==> config.mk <==
export PLATFORM = sky130hd
export DESIGN_NAME = swm_master
export DESIGN_NICKNAME = d
export VERILOG_FILES = /design/src/logic/swm_pkg.sv /design/src/logic/swm_bit_timer.sv /design/src/logic/swm_master.sv
export SDC_FILE = /design/constraint.sdc
export NUM_CORES = 1
export LEC_CHECK = 0
export BUFFER_PORTS_ARGS = -buffer_cell sky130_fd_sc_hd__buf_2
export CORE_ASPECT_RATIO = 1.4
export CORE_UTILIZATION = 40
export DETAILED_ROUTE_END_ITERATION = 8
export PLACE_DENSITY = 0.85
export SLEW_MARGIN = 0
export SYNTH_ARGS = -nofsm -noshare
export SYNTH_HDL_FRONTEND = slang
export SYNTH_SLANG_ARGS = --single-unit
==> constraint.sdc <==
create_clock -name mclk -period 1.6 [get_ports mclk]
set_input_delay 0.4 -clock mclk [delete_from_list [all_inputs] [get_ports mclk]]
set_output_delay 0.4 -clock mclk [all_outputs]
set_load 0.05 [all_outputs]
==> src/logic/swm_pkg.sv <==
package swm_pkg;
	// ----------------------------------------
	// Register map (byte addresses)
	// ----------------------------------------
	localparam logic [3:0] ADDR_CTRL = 4'h0;
	localparam logic [3:0] ADDR_STAT = 4'h4;
	localparam logic [3:0] ADDR_MASK = 4'h8;
	localparam logic [3:0] ADDR_OPT = 4'hc;
	// Control bits
	localparam int CTRL_EN = 0;
	localparam int CTRL_DEACT = 1;
	// Option bits
	localparam int OPT_CLKSEL = 0;
	localparam int OPT_BYPASS = 1;
	// Status / mask bits
	localparam int ST_SRF = 0;
	localparam int ST_SUSPENDED_STATUS_FLAG = 1;
	localparam int ST_ACT = 2;
	localparam int ST_DEACT = 3;
	localparam int ST_W = 4;
	// ----------------------------------------
	// Timing
	// ----------------------------------------
	localparam int CLK_MHZ = 100;
	localparam int LINK_MAX_MHZ = 8;
	localparam int BIT_CYC = (CLK_MHZ + LINK_MAX_MHZ - 1) / LINK_MAX_MHZ;
	localparam int IDLE_BITS = 14;
	localparam int TRANS_BITS = 2;
	localparam int RESUME_BITS = 2;
	// ----------------------------------------
	// Types
	// ----------------------------------------
	typedef enum logic [4:0] {
		SWM_OFF = 5'h01,
		SWM_RAISE = 5'h02,
		SWM_TRANS = 5'h04,
		SWM_IDLE = 5'h08,
		SWM_SUSPENDED_STATUS_FLAG = 5'h10
	} swm_state_t;
	typedef struct packed {
		logic slave_resume_flag;
		logic suspended_status_flag;
		logic act;
		logic deact;
	} swm_evt_t;
endpackage : swm_pkg

==> src/logic/swm_bit_timer.sv <==
`timescale 1ns/100ps
module swm_bit_timer #(
	parameter int DIV = swm_pkg::BIT_CYC
) (
	input wire logic mclk,
	input wire logic rst_n,
	input wire logic run,
	output logic tick
);
	localparam int CW = $clog2(DIV + 1);
	logic [CW-1:0] cnt_reg;
	// Tick decoded from the count, so the first bit is as long as the rest
	assign tick = run && (cnt_reg == CW'(DIV - 1));
	// Restarts when idle so every bit period is full length
	always_ff @(posedge mclk) begin
		if (!rst_n || !run)
			cnt_reg <= '0;
		else if (tick)
			cnt_reg <= '0;
		else
			cnt_reg <= cnt_reg + 1'b1;
	end
endmodule : swm_bit_timer

==> src/logic/swm_master.sv <==
// Added by the designer: the Wishbone slave port and the placing of the registers.
`timescale 1ns/100ps
module swm_master (
	input wire logic mclk,
	input wire logic rst_n,
	input wire logic [31:0] wb_adr_i,
	input wire logic [31:0] wb_dat_i,
	output logic [31:0] wb_dat_o,
	input wire logic [3:0] wb_sel_i,
	input wire logic wb_we_i,
	input wire logic wb_cyc_i,
	input wire logic wb_stb_i,
	output logic wb_ack_o,
	output logic irq,
	input wire logic linkPin_i,
	output logic linkPin_o,
	output logic linkPin_oe,
	input wire logic bypassRx_i,
	output logic bypassRx_o,
	output logic bypassRx_oe,
	output logic stopBlock
);
	// ----------------------------------------
	// Bus slave
	// ----------------------------------------
	logic ctrl_reg;
	logic [1:0] opt_reg;
	logic [swm_pkg::ST_W-1:0] stat_reg;
	logic [swm_pkg::ST_W-1:0] mask_reg;
	swm_pkg::swm_state_t state_reg;
	swm_pkg::swm_evt_t evt;
	logic [4:0] bitCnt_reg;
	logic pinSync1_reg;
	logic pinSync2_reg;
	logic pinPrev_reg;
	logic tick;
	logic req;
	logic wr;
	logic [3:0] adr;

	assign req = wb_cyc_i && wb_stb_i && !wb_ack_o;
	// Writes land on the edge at which the master samples ack high
	assign wr = wb_cyc_i && wb_stb_i && wb_ack_o && wb_we_i && wb_sel_i[0];
	assign adr = wb_adr_i[3:0];

	function automatic logic hit(input logic [3:0] a, input logic [3:0] r);
		hit = (a == r) && (wb_adr_i[31:4] == 28'h0000000);
	endfunction : hit

	always_ff @(posedge mclk) begin
		if (!rst_n) begin
			wb_ack_o <= 1'b0;
			wb_dat_o <= 32'h00000000;
		end else begin
			wb_ack_o <= req;
			wb_dat_o <= 32'h00000000;
			if (req && !wb_we_i) begin
				if (hit(adr, swm_pkg::ADDR_CTRL))
					wb_dat_o[swm_pkg::CTRL_EN] <= ctrl_reg;
				else if (hit(adr, swm_pkg::ADDR_STAT))
					wb_dat_o[swm_pkg::ST_W-1:0] <= stat_reg;
				else if (hit(adr, swm_pkg::ADDR_MASK))
					wb_dat_o[swm_pkg::ST_W-1:0] <= mask_reg;
				else if (hit(adr, swm_pkg::ADDR_OPT))
					wb_dat_o[1:0] <= opt_reg;
			end
		end
	end

	always_ff @(posedge mclk) begin
		if (!rst_n) begin
			ctrl_reg <= 1'b0;
			opt_reg <= 2'h0;
			mask_reg <= '0;
		end else if (wr) begin
			if (hit(adr, swm_pkg::ADDR_CTRL))
				ctrl_reg <= wb_dat_i[swm_pkg::CTRL_EN];
			if (hit(adr, swm_pkg::ADDR_OPT))
				opt_reg <= wb_dat_i[1:0];
			if (hit(adr, swm_pkg::ADDR_MASK))
				mask_reg <= wb_dat_i[swm_pkg::ST_W-1:0];
		end
	end

	// ----------------------------------------
	// Slave resume detect
	// ----------------------------------------
	// Line idles low while suspended; the slave resumes by pulling it high
	always_ff @(posedge mclk) begin
		if (!rst_n) begin
			pinSync1_reg <= 1'b0;
			pinSync2_reg <= 1'b0;
			pinPrev_reg <= 1'b0;
		end else begin
			pinSync1_reg <= linkPin_i;
			pinSync2_reg <= pinSync1_reg;
			pinPrev_reg <= pinSync2_reg;
		end
	end

	// ----------------------------------------
	// Link sequencer
	// ----------------------------------------
	swm_bit_timer #(.DIV(swm_pkg::BIT_CYC)) u_timer (
		.mclk(mclk),
		.rst_n(rst_n),
		.run(state_reg != swm_pkg::SWM_OFF && state_reg != swm_pkg::SWM_SUSPENDED_STATUS_FLAG),
		.tick(tick)
	);

	always_comb begin
		evt = '0;
		if (ctrl_reg) begin
			case (state_reg)
				swm_pkg::SWM_IDLE: begin
					// Loop case goes back to RAISE without firing activation, never suspend
					if (tick && bitCnt_reg == 5'(swm_pkg::IDLE_BITS - 1)) begin
						evt.slave_resume_flag = !opt_reg[swm_pkg::OPT_CLKSEL];
						evt.suspended_status_flag = 1'b1;
					end
				end
				swm_pkg::SWM_SUSPENDED_STATUS_FLAG: begin
					// Oscillator clock loses the flag but still resumes
					if (pinSync2_reg && !pinPrev_reg) begin
						evt.act = 1'b1;
						evt.slave_resume_flag = !opt_reg[swm_pkg::OPT_CLKSEL];
					end
				end
				default: ;
			endcase
		end else if (state_reg != swm_pkg::SWM_OFF) begin
			evt.deact = 1'b1;
		end
	end

	always_ff @(posedge mclk) begin
		if (!rst_n) begin
			state_reg <= swm_pkg::SWM_OFF;
			bitCnt_reg <= 5'h00;
		end else if (!ctrl_reg) begin
			state_reg <= swm_pkg::SWM_OFF;
			bitCnt_reg <= 5'h00;
		end else begin
			case (state_reg)
				swm_pkg::SWM_OFF: begin
					state_reg <= swm_pkg::SWM_RAISE;
					bitCnt_reg <= 5'h00;
				end
				swm_pkg::SWM_RAISE: begin
					if (tick)
						state_reg <= swm_pkg::SWM_TRANS;
				end
				swm_pkg::SWM_TRANS: begin
					if (tick) begin
						if (bitCnt_reg == 5'(swm_pkg::TRANS_BITS - 1)) begin
							state_reg <= swm_pkg::SWM_IDLE;
							bitCnt_reg <= 5'h00;
						end else begin
							bitCnt_reg <= bitCnt_reg + 5'h01;
						end
					end
				end
				swm_pkg::SWM_IDLE: begin
					if (tick) begin
						if (bitCnt_reg == 5'(swm_pkg::IDLE_BITS - 1)) begin
							bitCnt_reg <= 5'h00;
							if (opt_reg[swm_pkg::OPT_CLKSEL])
								state_reg <= swm_pkg::SWM_RAISE;
							else
								state_reg <= swm_pkg::SWM_SUSPENDED_STATUS_FLAG;
						end else begin
							bitCnt_reg <= bitCnt_reg + 5'h01;
						end
					end
				end
				swm_pkg::SWM_SUSPENDED_STATUS_FLAG: begin
					if (evt.act)
						state_reg <= swm_pkg::SWM_RAISE;
				end
				default: state_reg <= swm_pkg::SWM_OFF;
			endcase
		end
	end

	// ----------------------------------------
	// Status and interrupt
	// ----------------------------------------
	// Set wins over a write-one clear in the same cycle
	always_ff @(posedge mclk) begin
		if (!rst_n) begin
			stat_reg <= '0;
		end else begin
			for (int i = 0; i < swm_pkg::ST_W; i++) begin
				if (wr && hit(adr, swm_pkg::ADDR_STAT) && wb_dat_i[i])
					stat_reg[i] <= 1'b0;
			end
			if (evt.slave_resume_flag)
				stat_reg[swm_pkg::ST_SRF] <= 1'b1;
			if (evt.act)
				stat_reg[swm_pkg::ST_ACT] <= 1'b1;
			if (evt.deact)
				stat_reg[swm_pkg::ST_DEACT] <= 1'b1;
			if (evt.suspended_status_flag)
				stat_reg[swm_pkg::ST_SUSPENDED_STATUS_FLAG] <= 1'b0;
		end
	end

	// ----------------------------------------
	// Pins
	// ----------------------------------------
	always_ff @(posedge mclk) begin
		if (!rst_n) begin
			irq <= 1'b0;
			linkPin_o <= 1'b0;
			linkPin_oe <= 1'b0;
			bypassRx_o <= 1'b0;
			bypassRx_oe <= 1'b0;
			stopBlock <= 1'b0;
		end else begin
			irq <= |(stat_reg & mask_reg);
			// Line driven high through the pattern except the second TRANS bit, which is low; released when off
			linkPin_o <= state_reg == swm_pkg::SWM_RAISE ||
				state_reg == swm_pkg::SWM_IDLE ||
				(state_reg == swm_pkg::SWM_TRANS && !bitCnt_reg[0]);
			linkPin_oe <= ctrl_reg && state_reg != swm_pkg::SWM_OFF &&
				state_reg != swm_pkg::SWM_SUSPENDED_STATUS_FLAG;
			// Defect kept: bypass drives the receive pin instead of sensing it
			bypassRx_oe <= opt_reg[swm_pkg::OPT_BYPASS];
			bypassRx_o <= 1'b0;
			stopBlock <= state_reg == swm_pkg::SWM_SUSPENDED_STATUS_FLAG;
		end
	end
endmodule : swm_master

==> qor.yml, run 1 <==
grt_start_max_net_pins: 18
gp_congestion: 0.8519
yosysMostFrequentCell: "dfxtp_1"
syn_area_per_cell_sq_um: 8.618
p_int_mw: 1.499
grtUsageTotal: 0.1887
swShare: 0.2661
status: "finished, violations left"
root_buffer: "clkbuf_8"
hp-class: "input port to flip-flop"
layout_setup_ws_ps: -59.68
seq_power_share: 0.453
final_nets: 392
synth_edf_count: 0
io_pins: 114
dr_total_vias: 1923
wl_per_cell_um: 13.51
htree_levels: 2
crit-reg2reg-launch: "state_reg[2]$_SDFFE_PN0P_"
drt_wl_total_mm: 5.105
ys_ff_latch: 37
combPwrFrac: 0.135
p_sw_mw: 0.5435
drc: 0
worst_setup_path_start_kind: "flip-flop"
drtAntennaViolNets: 0
cts_made_buffers: 5
cp_max_fo: 5
syn_to_final_growth_pct: 42.99
drive_above_1_share: 0.4236
coreArea_sq_mm: 0.004805
required_ps: 1820
grt_pass1_wl_mm: 7.452
antenna_found_initial: 0
synth_area_leaders: "dfxtp_1 (37%), buf_4 (11%), nand2_1 (4.7%)"
fin_crit_ps: 1660
instances_no_fill: 378
drv_cap: 0
ys_seq_area_frac: 0.3721
violations: "setup timing"
cts_tree: "done"
cts_buffer_depth: 2
fill_cells: 389
worstHoldStart: "linkPin_i"
endpoint_kind: "flip-flop"
maxSlewViolCount: 0
p_leak_nw: 1.238
die_y_um: 85.47
ir_drop_v: 0.0006718
setup_violations: 7
initial_core_util: 0.4143
std_cell_rows: 30
syn_area_sq_mm: 0.001991
fin_skew_ps: 5.336
worstSetupPathType: "flip-flop to flip-flop"
async_flop_share: 0
crit_path_start: "state_reg[2]$_SDFFE_PN0P_"
synth_area_leader_cell: "dfxtp_1"
max_freq_mhz: 602.5
cp.arrival_ps: 1880
clock_sinks: 37
power-per-cell-area_mw_per_mm2: 717.5
clockPowerShare: 0.412
synth_cells: 231
finalHoldViolCount: 0
place_hpwl_mm: 3.365
avgViaCountPerCell: 5.087
grt_overflow_total: 0
drt_iter0_markers: 50
yosysWarnings: 0
synth_commonest_cells: "dfxtp_1 (37), buf_4 (30), nand2_1 (25)"
worstSkewPairLatency_ps: 300
io_buffers: 52
period_share: 1.037
rsz0062_at_grt: "yes"
synth_cell_types: 43
firstDrtPassIters: 6
dpl.cell_count: 363
finalPower_mw: 2.042
ys.flop_type: "dfxtp_1"
path_clk_slew_ps: 70
dieWidth_um: 61.62
grt_pass1_vias: 1811
die-area_sq_mm: 0.005267
yosys.area.top_type_share: 0.3721
diodes: 0
cell type report:
type | instances | area (sq um) | share of cell area
tap | 64 | 80.08 | 0.02813
inverter | 8 | 30.03 | 0.01055
multi-input combinational | 182 | 1355 | 0.4760
clock inverter | 1 | 30.03 | 0.01055
timing repair buffer | 79 | 513.0 | 0.1802
sequential | 37 | 752.0 | 0.2642
clock buffer | 7 | 86.33 | 0.03033
per-stage QoR:
step	setup WS, ps	util	hold WS (ps)	setup TNS, ps	instance area [sq um]
final	-59.68	0.5924	303.8	-250.2	2846
after global routing	-117.3	0.5924	315.8	-755.6	2846
after CTS	-93.91	0.5495	307.0	-345.1	2640
after detailed placement	-269.0	0.4997	422.0	-3228	2401
after global placement	-258.6	0.4997	415.7	-2631	2401
after floorplan	-12.39	-	411.9	-14.28	2140
placed cells by master, fill, tap and decap left out, types with 3 or more instances in the layout:
cell type	synthesis	layout
buf_2	0	44
dfxtp_1	37	30
conb_1	1	29
buf_4	30	27
nand2_1	25	24
nor2_1	13	12
nand3_1	11	9
nor2b_1	10	9
a21oi_1	10	9
mux2i_1	9	9
buf_6	0	8
nor4_4	0	6
dfxtp_2	0	6
clkbuf_8	0	6
and3_1	5	5
inv_1	8	5
and2_1	5	5
inv_2	0	3
nor3_2	2	3
or3_1	4	3
a31oi_1	3	3
cell families after synthesis:
family | after synthesis | synth area share
buf+inv | 41 | 0.1339
flops | 37 | 0.3721
xor+xnor | 3 | 0.01320
compound gates | 29 | 0.09554
fa+ha+maj | 4 | 0.02514
other cells | 1 | 0.001884
mux | 10 | 0.05657
simple gates | 106 | 0.3017
path summary, 6_finish.rpt:
check / end / slack (ps) / cells past startpoint
worst max-delay path: state_reg[4]$_SDFFE_PN0P_ / -60 / 5
worst min-delay path: pinSync1_reg$_SDFF_PN0_ / 300 / 2
worst max register to register: state_reg[4]$_SDFFE_PN0P_ / -60 / 5
worst min register to register: pinSync2_reg$_SDFF_PN0_ / 440 / 1
routing by layer:
layer  global-route usage  wire, um  vias to the layer above
li1                     -         -                      910
met1               0.1739      1743                      885
met2               0.3636      2825                      108
met3              0.03811       348                       20
met4              0.09293       188                        0
met5                    0         0                        -
critical path, cell delays in order, from the launching register on:
cell and delay (ps):
dfxtp_4 400, or3b_4 400, a21boi_4 170, nand3_2 130
or3_1 330, a21oi_1 150
what timing repair did:
item | CTS | global route
hold buffers | 0 | 0
gates resized for setup | 22 | 37
gates cloned | 1 | 0
setup buffers | 3 | 3
endpoints found under the setup margin | 6 | 20
hold endpoints to repair | 0 | 0
pin swaps | 10 | 16
power by group through the flow:
stage	Sequential (mW)	Combinational (mW)	Clock (mW)
5_1_grt	0.924	0.294	0.894
2_1_floorplan	0.951	0.229	0
3_3_place_gp	0.947	0.246	0
4_1_cts	0.924	0.248	0.852
6_report	0.924	0.276	0.842
3_5_place_dp	0.947	0.248	0
Note: power is estimated with default switching activity, not from simulation.
==> inputs of run 2 (changes only) <==
RECOVER_POWER = 25   (was unset)
==> run 2 against run 1 <==
The flow still finishes with violations (setup timing). Die area stayed put. First-iteration DRC count decreased by 14%. Worst hold slack better by 4.9 ps. Count of clock-buffer cells in the layout unchanged. Wire length shrank 0.67%. Via count is 0.47% lower. Critical path type unchanged. Highest routed layer unchanged.
==> qor.yml, run 2 (synthesized netlist as in run 1, its figures left out) <==
path_clk_slew_ps: 70
swShare: 0.2637
dieWidth_um: 61.62
slew_headroom: 0.5785
syn_to_final_growth_pct: 42.61
grt_pass1_vias: 1811
dr_total_vias: 1914
max_freq_mhz: 601.2
hold_buffers: 0
io_pins: 114
drive_above_1_share: 0.4108
layout_commonest_cell: "buf_2"
fin_skew_ps: 5.815
ir_drop_v: 0.0006713
hold_depth: 2
tightestPinTransition_ps: 632.3
final_nets: 392
worst_r2r_path_depth: 5
place_hpwl_mm: 3.365
grtUsageTotal: 0.1887
dpl.cell_count: 363
seq_power_share: 0.454
firstDrtPassIters: 4
coreArea_sq_mm: 0.004805
required_ps: 1810
setup_violations: 7
drt_iter0_markers: 43
drc: 0
fin_crit_ps: 1663
worst_setup_path_start_kind: "flip-flop"
endpoint_kind: "flip-flop"
crit-reg2reg-launch: "state_reg[2]$_SDFFE_PN0P_"
gp_congestion: 0.8519
combPwrFrac: 0.135
cts_tree: "done"
diodes: 0
drtAntennaViolNets: 0
grt_pass1_wl_mm: 7.452
reg2reg_to: "state_reg[4]$_SDFFE_PN0P_"
maxSlewViolCount: 0
grt_overflow_total: 0
p_int_mw: 1.498
avgViaCountPerCell: 5.063
wl_per_cell_um: 13.42
root_buffer: "clkbuf_8"
cp_max_fo: 5
drv_cap: 0
die-area_sq_mm: 0.005267
cp.arrival_ps: 1870
antenna_found_initial: 0
power-per-cell-area_mw_per_mm2: 716.4
cts_made_buffers: 5
worstHoldStart: "linkPin_i"
rsz0062_at_grt: "yes"
finalPower_mw: 2.034
htree_levels: 2
period_share: 1.040
die_y_um: 85.47
initial_core_util: 0.4143
p_sw_mw: 0.5364
crit_path_start: "state_reg[2]$_SDFFE_PN0P_"
r2r_slack_ps: -60
hold_ws_ps: 308.7
layout_setup_ws_ps: -63.37
io_buffers: 52
cts_buffer_depth: 2
finalHoldViolCount: 0
fill_cells: 393
worstSetupPathType: "flip-flop to flip-flop"
worstSkewPairLatency_ps: 290
std_cell_rows: 30
most-common-layout-cells: "buf_2 (42), dfxtp_1 (31), conb_1 (29), buf_4 (26), nand2_1 (24)"
instances_no_fill: 378
drt_wl_total_mm: 5.071
status: "finished, violations left"
clock_sinks: 37
hp-class: "input port to flip-flop"
clockPowerShare: 0.411
hold_end: "pinSync1_reg$_SDFF_PN0_"
violations: "setup timing"
p_leak_nw: 1.225
grt_start_max_net_pins: 18
## run 2: how the worst max path moves through the flow
stage | end | cells after the start
4_1_cts | bitCnt_reg[2]$_SDFFE_PN0P_ | 7
5_1_grt | state_reg[4]$_SDFFE_PN0P_ | 5
3_5_place_dp | ctrl_reg$_SDFFE_PN0P_ | 6
3_3_place_gp | wb_dat_o[1]$_SDFF_PP0_ | 6
2_1_floorplan | wb_dat_o[1]$_SDFF_PP0_ | 5
6_report | state_reg[4]$_SDFFE_PN0P_ | 5
## run 2: cell type report
type / count / area, sq um / share of cell area
well taps: 64 / 80.08 / 0.02821
inverters: 8 / 30.03 / 0.01058
repair buffers: 79 / 506.7 / 0.1785
multi-input cells: 182 / 1355 / 0.4773
clock inverters: 1 / 30.03 / 0.01058
flip-flops and latches: 37 / 750.7 / 0.2644
clock buffers: 7 / 86.33 / 0.03041
## run 2: through the flow
stage	cell area, sq um	setup TNS (ps)	setup WS (ps)	utilization
6_report	2839	-252.8	-63.37	0.5909
5_1_grt	2839	-755.6	-117.3	0.5909
4_1_cts	2640	-345.1	-93.91	0.5495
3_5_place_dp	2401	-3228	-269.0	0.4997
3_3_place_gp	2401	-2631	-258.6	0.4997
2_1_floorplan	2140	-14.28	-12.39	-
## run 2: power by group through the flow
stage	Sequential [mW]	Combinational (mW)	Clock (mW)
floorplan	0.951	0.229	0
global placement	0.947	0.246	0
detailed placement	0.947	0.248	0
CTS	0.924	0.248	0.852
global route	0.924	0.293	0.894
finish	0.924	0.275	0.835
## run 2: layer usage
| layer | vias up | share of wire | GRT usage |
|---|---|---|---|
| met5 | - | 0 | 0 |
| met4 | 0 | 0.040 | 0.09293 |
| met3 | 22 | 0.071 | 0.03811 |
| met2 | 104 | 0.55 | 0.3636 |
| met1 | 878 | 0.34 | 0.1739 |
| li1 | 910 | - | - |
## run 2: timing repair
action,CTS,global route
pin swaps,10,16
endpoints found under the setup margin,6,20
setup buffers,3,3
gates resized for setup,22,37
gates cloned,1,0
## run 2: critical path, cell delays in order (launching register included)
cell	delay, ps
dfxtp_4	400
or3b_4	400
a21boi_4	170
nand3_2	130
or3_1	330
a21oi_1	150
==> inputs of run 3 (changes only) <==
CELL_PAD_IN_SITES_DETAIL_PLACEMENT = 2   (was unset)
CELL_PAD_IN_SITES_GLOBAL_PLACEMENT = 2   (was unset)
CORE_UTILIZATION = 21   (was 40)
PLACE_DENSITY = 0.84   (was 0.85)
==> run 3 against run 2 <==
The flow finishes with violations (DRC, setup timing). Die area grew 88%. Final cell count rose by 13%. Worst hold slack improved by 21 ps. Global-route usage fell by 5.2 points. Utilization down 26 points. Flip-flop and latch count unchanged. Clock power grew 17%. Count of clock-buffer cells in the layout is 2 lower. Clock skew up 1.0 ps. Maximum frequency down 5.7%. Register-to-register slack got worse by 100 ps. First-iteration DRC count grew 58%.
==> qor.yml, run 3 (synthesized netlist as in run 1, its figures left out) <==
die_y_um: 117.2
cp.arrival_ps: 1970
grt_start_max_net_pins: 21
path_clk_slew_ps: 60
htree_levels: 2
worstSetupPathType: "flip-flop to flip-flop"
io_buffers: 52
clock_sinks: 37
ir_drop_v: 0.0003261
cts_tree: "done"
wl_per_cell_um: 16.48
instances_no_fill: 429
placed_area_sq_mm: 0.002507
required_ps: 1810
max_freq_mhz: 566.9
final_cell_area_sq_mm: 0.003030
violations: "DRC, setup timing"
dieWidth_um: 84.29
maxSlewViolCount: 0
wl_met2_mm: 4.350
rsz0062_at_grt: "yes"
grt_pass1_wl_mm: 10.25
grt_overflow_total: 0
final_nets: 400
tightestPinTransition_ps: 831.5
layout_commonest_cell: "buf_2"
layout_setup_ws_ps: -164.1
grt_pass1_vias: 2128
gp_congestion: 0.7583
place_ws_ps: -395.8
cts_made_buffers: 5
firstDrtPassIters: 6
period_share: 1.103
worstSkewPairLatency_ps: 290
worst_setup_path_start_kind: "flip-flop"
grtUsageTotal: 0.1370
fin_crit_ps: 1764
p_leak_nw: 1.290
std_cell_rows: 41
fin_skew_ps: 6.847
drtAntennaViolNets: 0
drive_above_1_share: 0.4658
initial_core_util: 0.2180
avgViaCountPerCell: 4.618
antenna_found_initial: 0
diodes: 0
setup_violations: 11
route.met3.wl_um: 448
syn_to_final_growth_pct: 52.23
coreArea_sq_mm: 0.009131
hold_buffers: 0
slew_headroom: 0.4457
root_buffer: "clkbuf_16"
hp-class: "input port to flip-flop"
place_hpwl_mm: 4.904
endpoint_kind: "flip-flop"
drc: 24
cts_buffer_depth: 2
status: "finished, violations left"
topRoutingLayerUsed: "met4"
die-area_sq_mm: 0.009878
drt_iter0_markers: 68
most-common-layout-cells: "buf_2 (50), dfxtp_1 (33), conb_1 (29), buf_4 (28), nand2_1 (25)"
dpl.cell_count: 413
drt_wl_total_mm: 7.072
cp_max_fo: 7
dr_total_vias: 1981
wl_met1_mm: 2.130
drv_cap: 0
power-per-cell-area_mw_per_mm2: 714.9
r2r_slack_ps: -160
finalHoldViolCount: 0
io_pins: 114
run 3: routing by layer:
metal	up-vias	track usage
li1	929	-
met1	958	0.1065
met2	84	0.3120
met3	10	0.03086
met4	0	0.05632
met5	-	0
run 3: metrics by stage:
step                      hold slack, ps  setup TNS, ps    util  power [mW]
after floorplan                    411.9         -14.28       -       1.180
after global placement             429.6          -2937  0.2746       1.195
after detailed placement           437.9          -5091  0.2746       1.200
after CTS                          322.4         -610.7  0.3071       2.171
after global routing               353.6          -1984  0.3319       2.229
final                              329.7         -929.4  0.3319       2.167
run 3: repair_timing:
item / in CTS / in global routing
endpoints found under the setup margin: 17 / 21
pin swaps: 15 / 15
gates resized for setup: 30 / 38
buffers inserted: 3 / 6
hold endpoints to repair: 0 / 0
run 3: final timing paths:
path                            depth (start not counted)                         to                 startpoint
worst max-delay path                                    6  state_reg[4]$_SDFFE_PN0P_  state_reg[2]$_SDFFE_PN0P_
worst min-delay path                                    2    pinSync1_reg$_SDFF_PN0_                  linkPin_i
worst max register to register                          6  state_reg[4]$_SDFFE_PN0P_  state_reg[2]$_SDFFE_PN0P_
worst min register to register                          1    pinSync2_reg$_SDFF_PN0_    pinSync1_reg$_SDFF_PN0_
run 3: area by class of cell:
cell class	count	area [sq um]
multi-input cells	181	1410
well taps	107	133.9
clock inverters	3	17.52
clock buffers	5	125.1
inverters	8	30.03
repair buffers	88	565.5
flip-flops and latches	37	748.2
fillers	1039	6101
run 3: power breakdown:
part	total [mW]	leakage, nW	internal [mW]	switching [mW]
Combinational	0.264	0.920	0.0568	0.208
Clock	0.976	0.0696	0.571	0.405
Sequential	0.926	0.300	0.923	0.00236
run 3: worst max-delay path, stage by stage (launching register included):
cell and delay (ps):
dfxtp_4 390, or3b_4 410, a21boi_4 160, buf_4 130
nand3_2 90, or3_4 360, a21oi_2 130
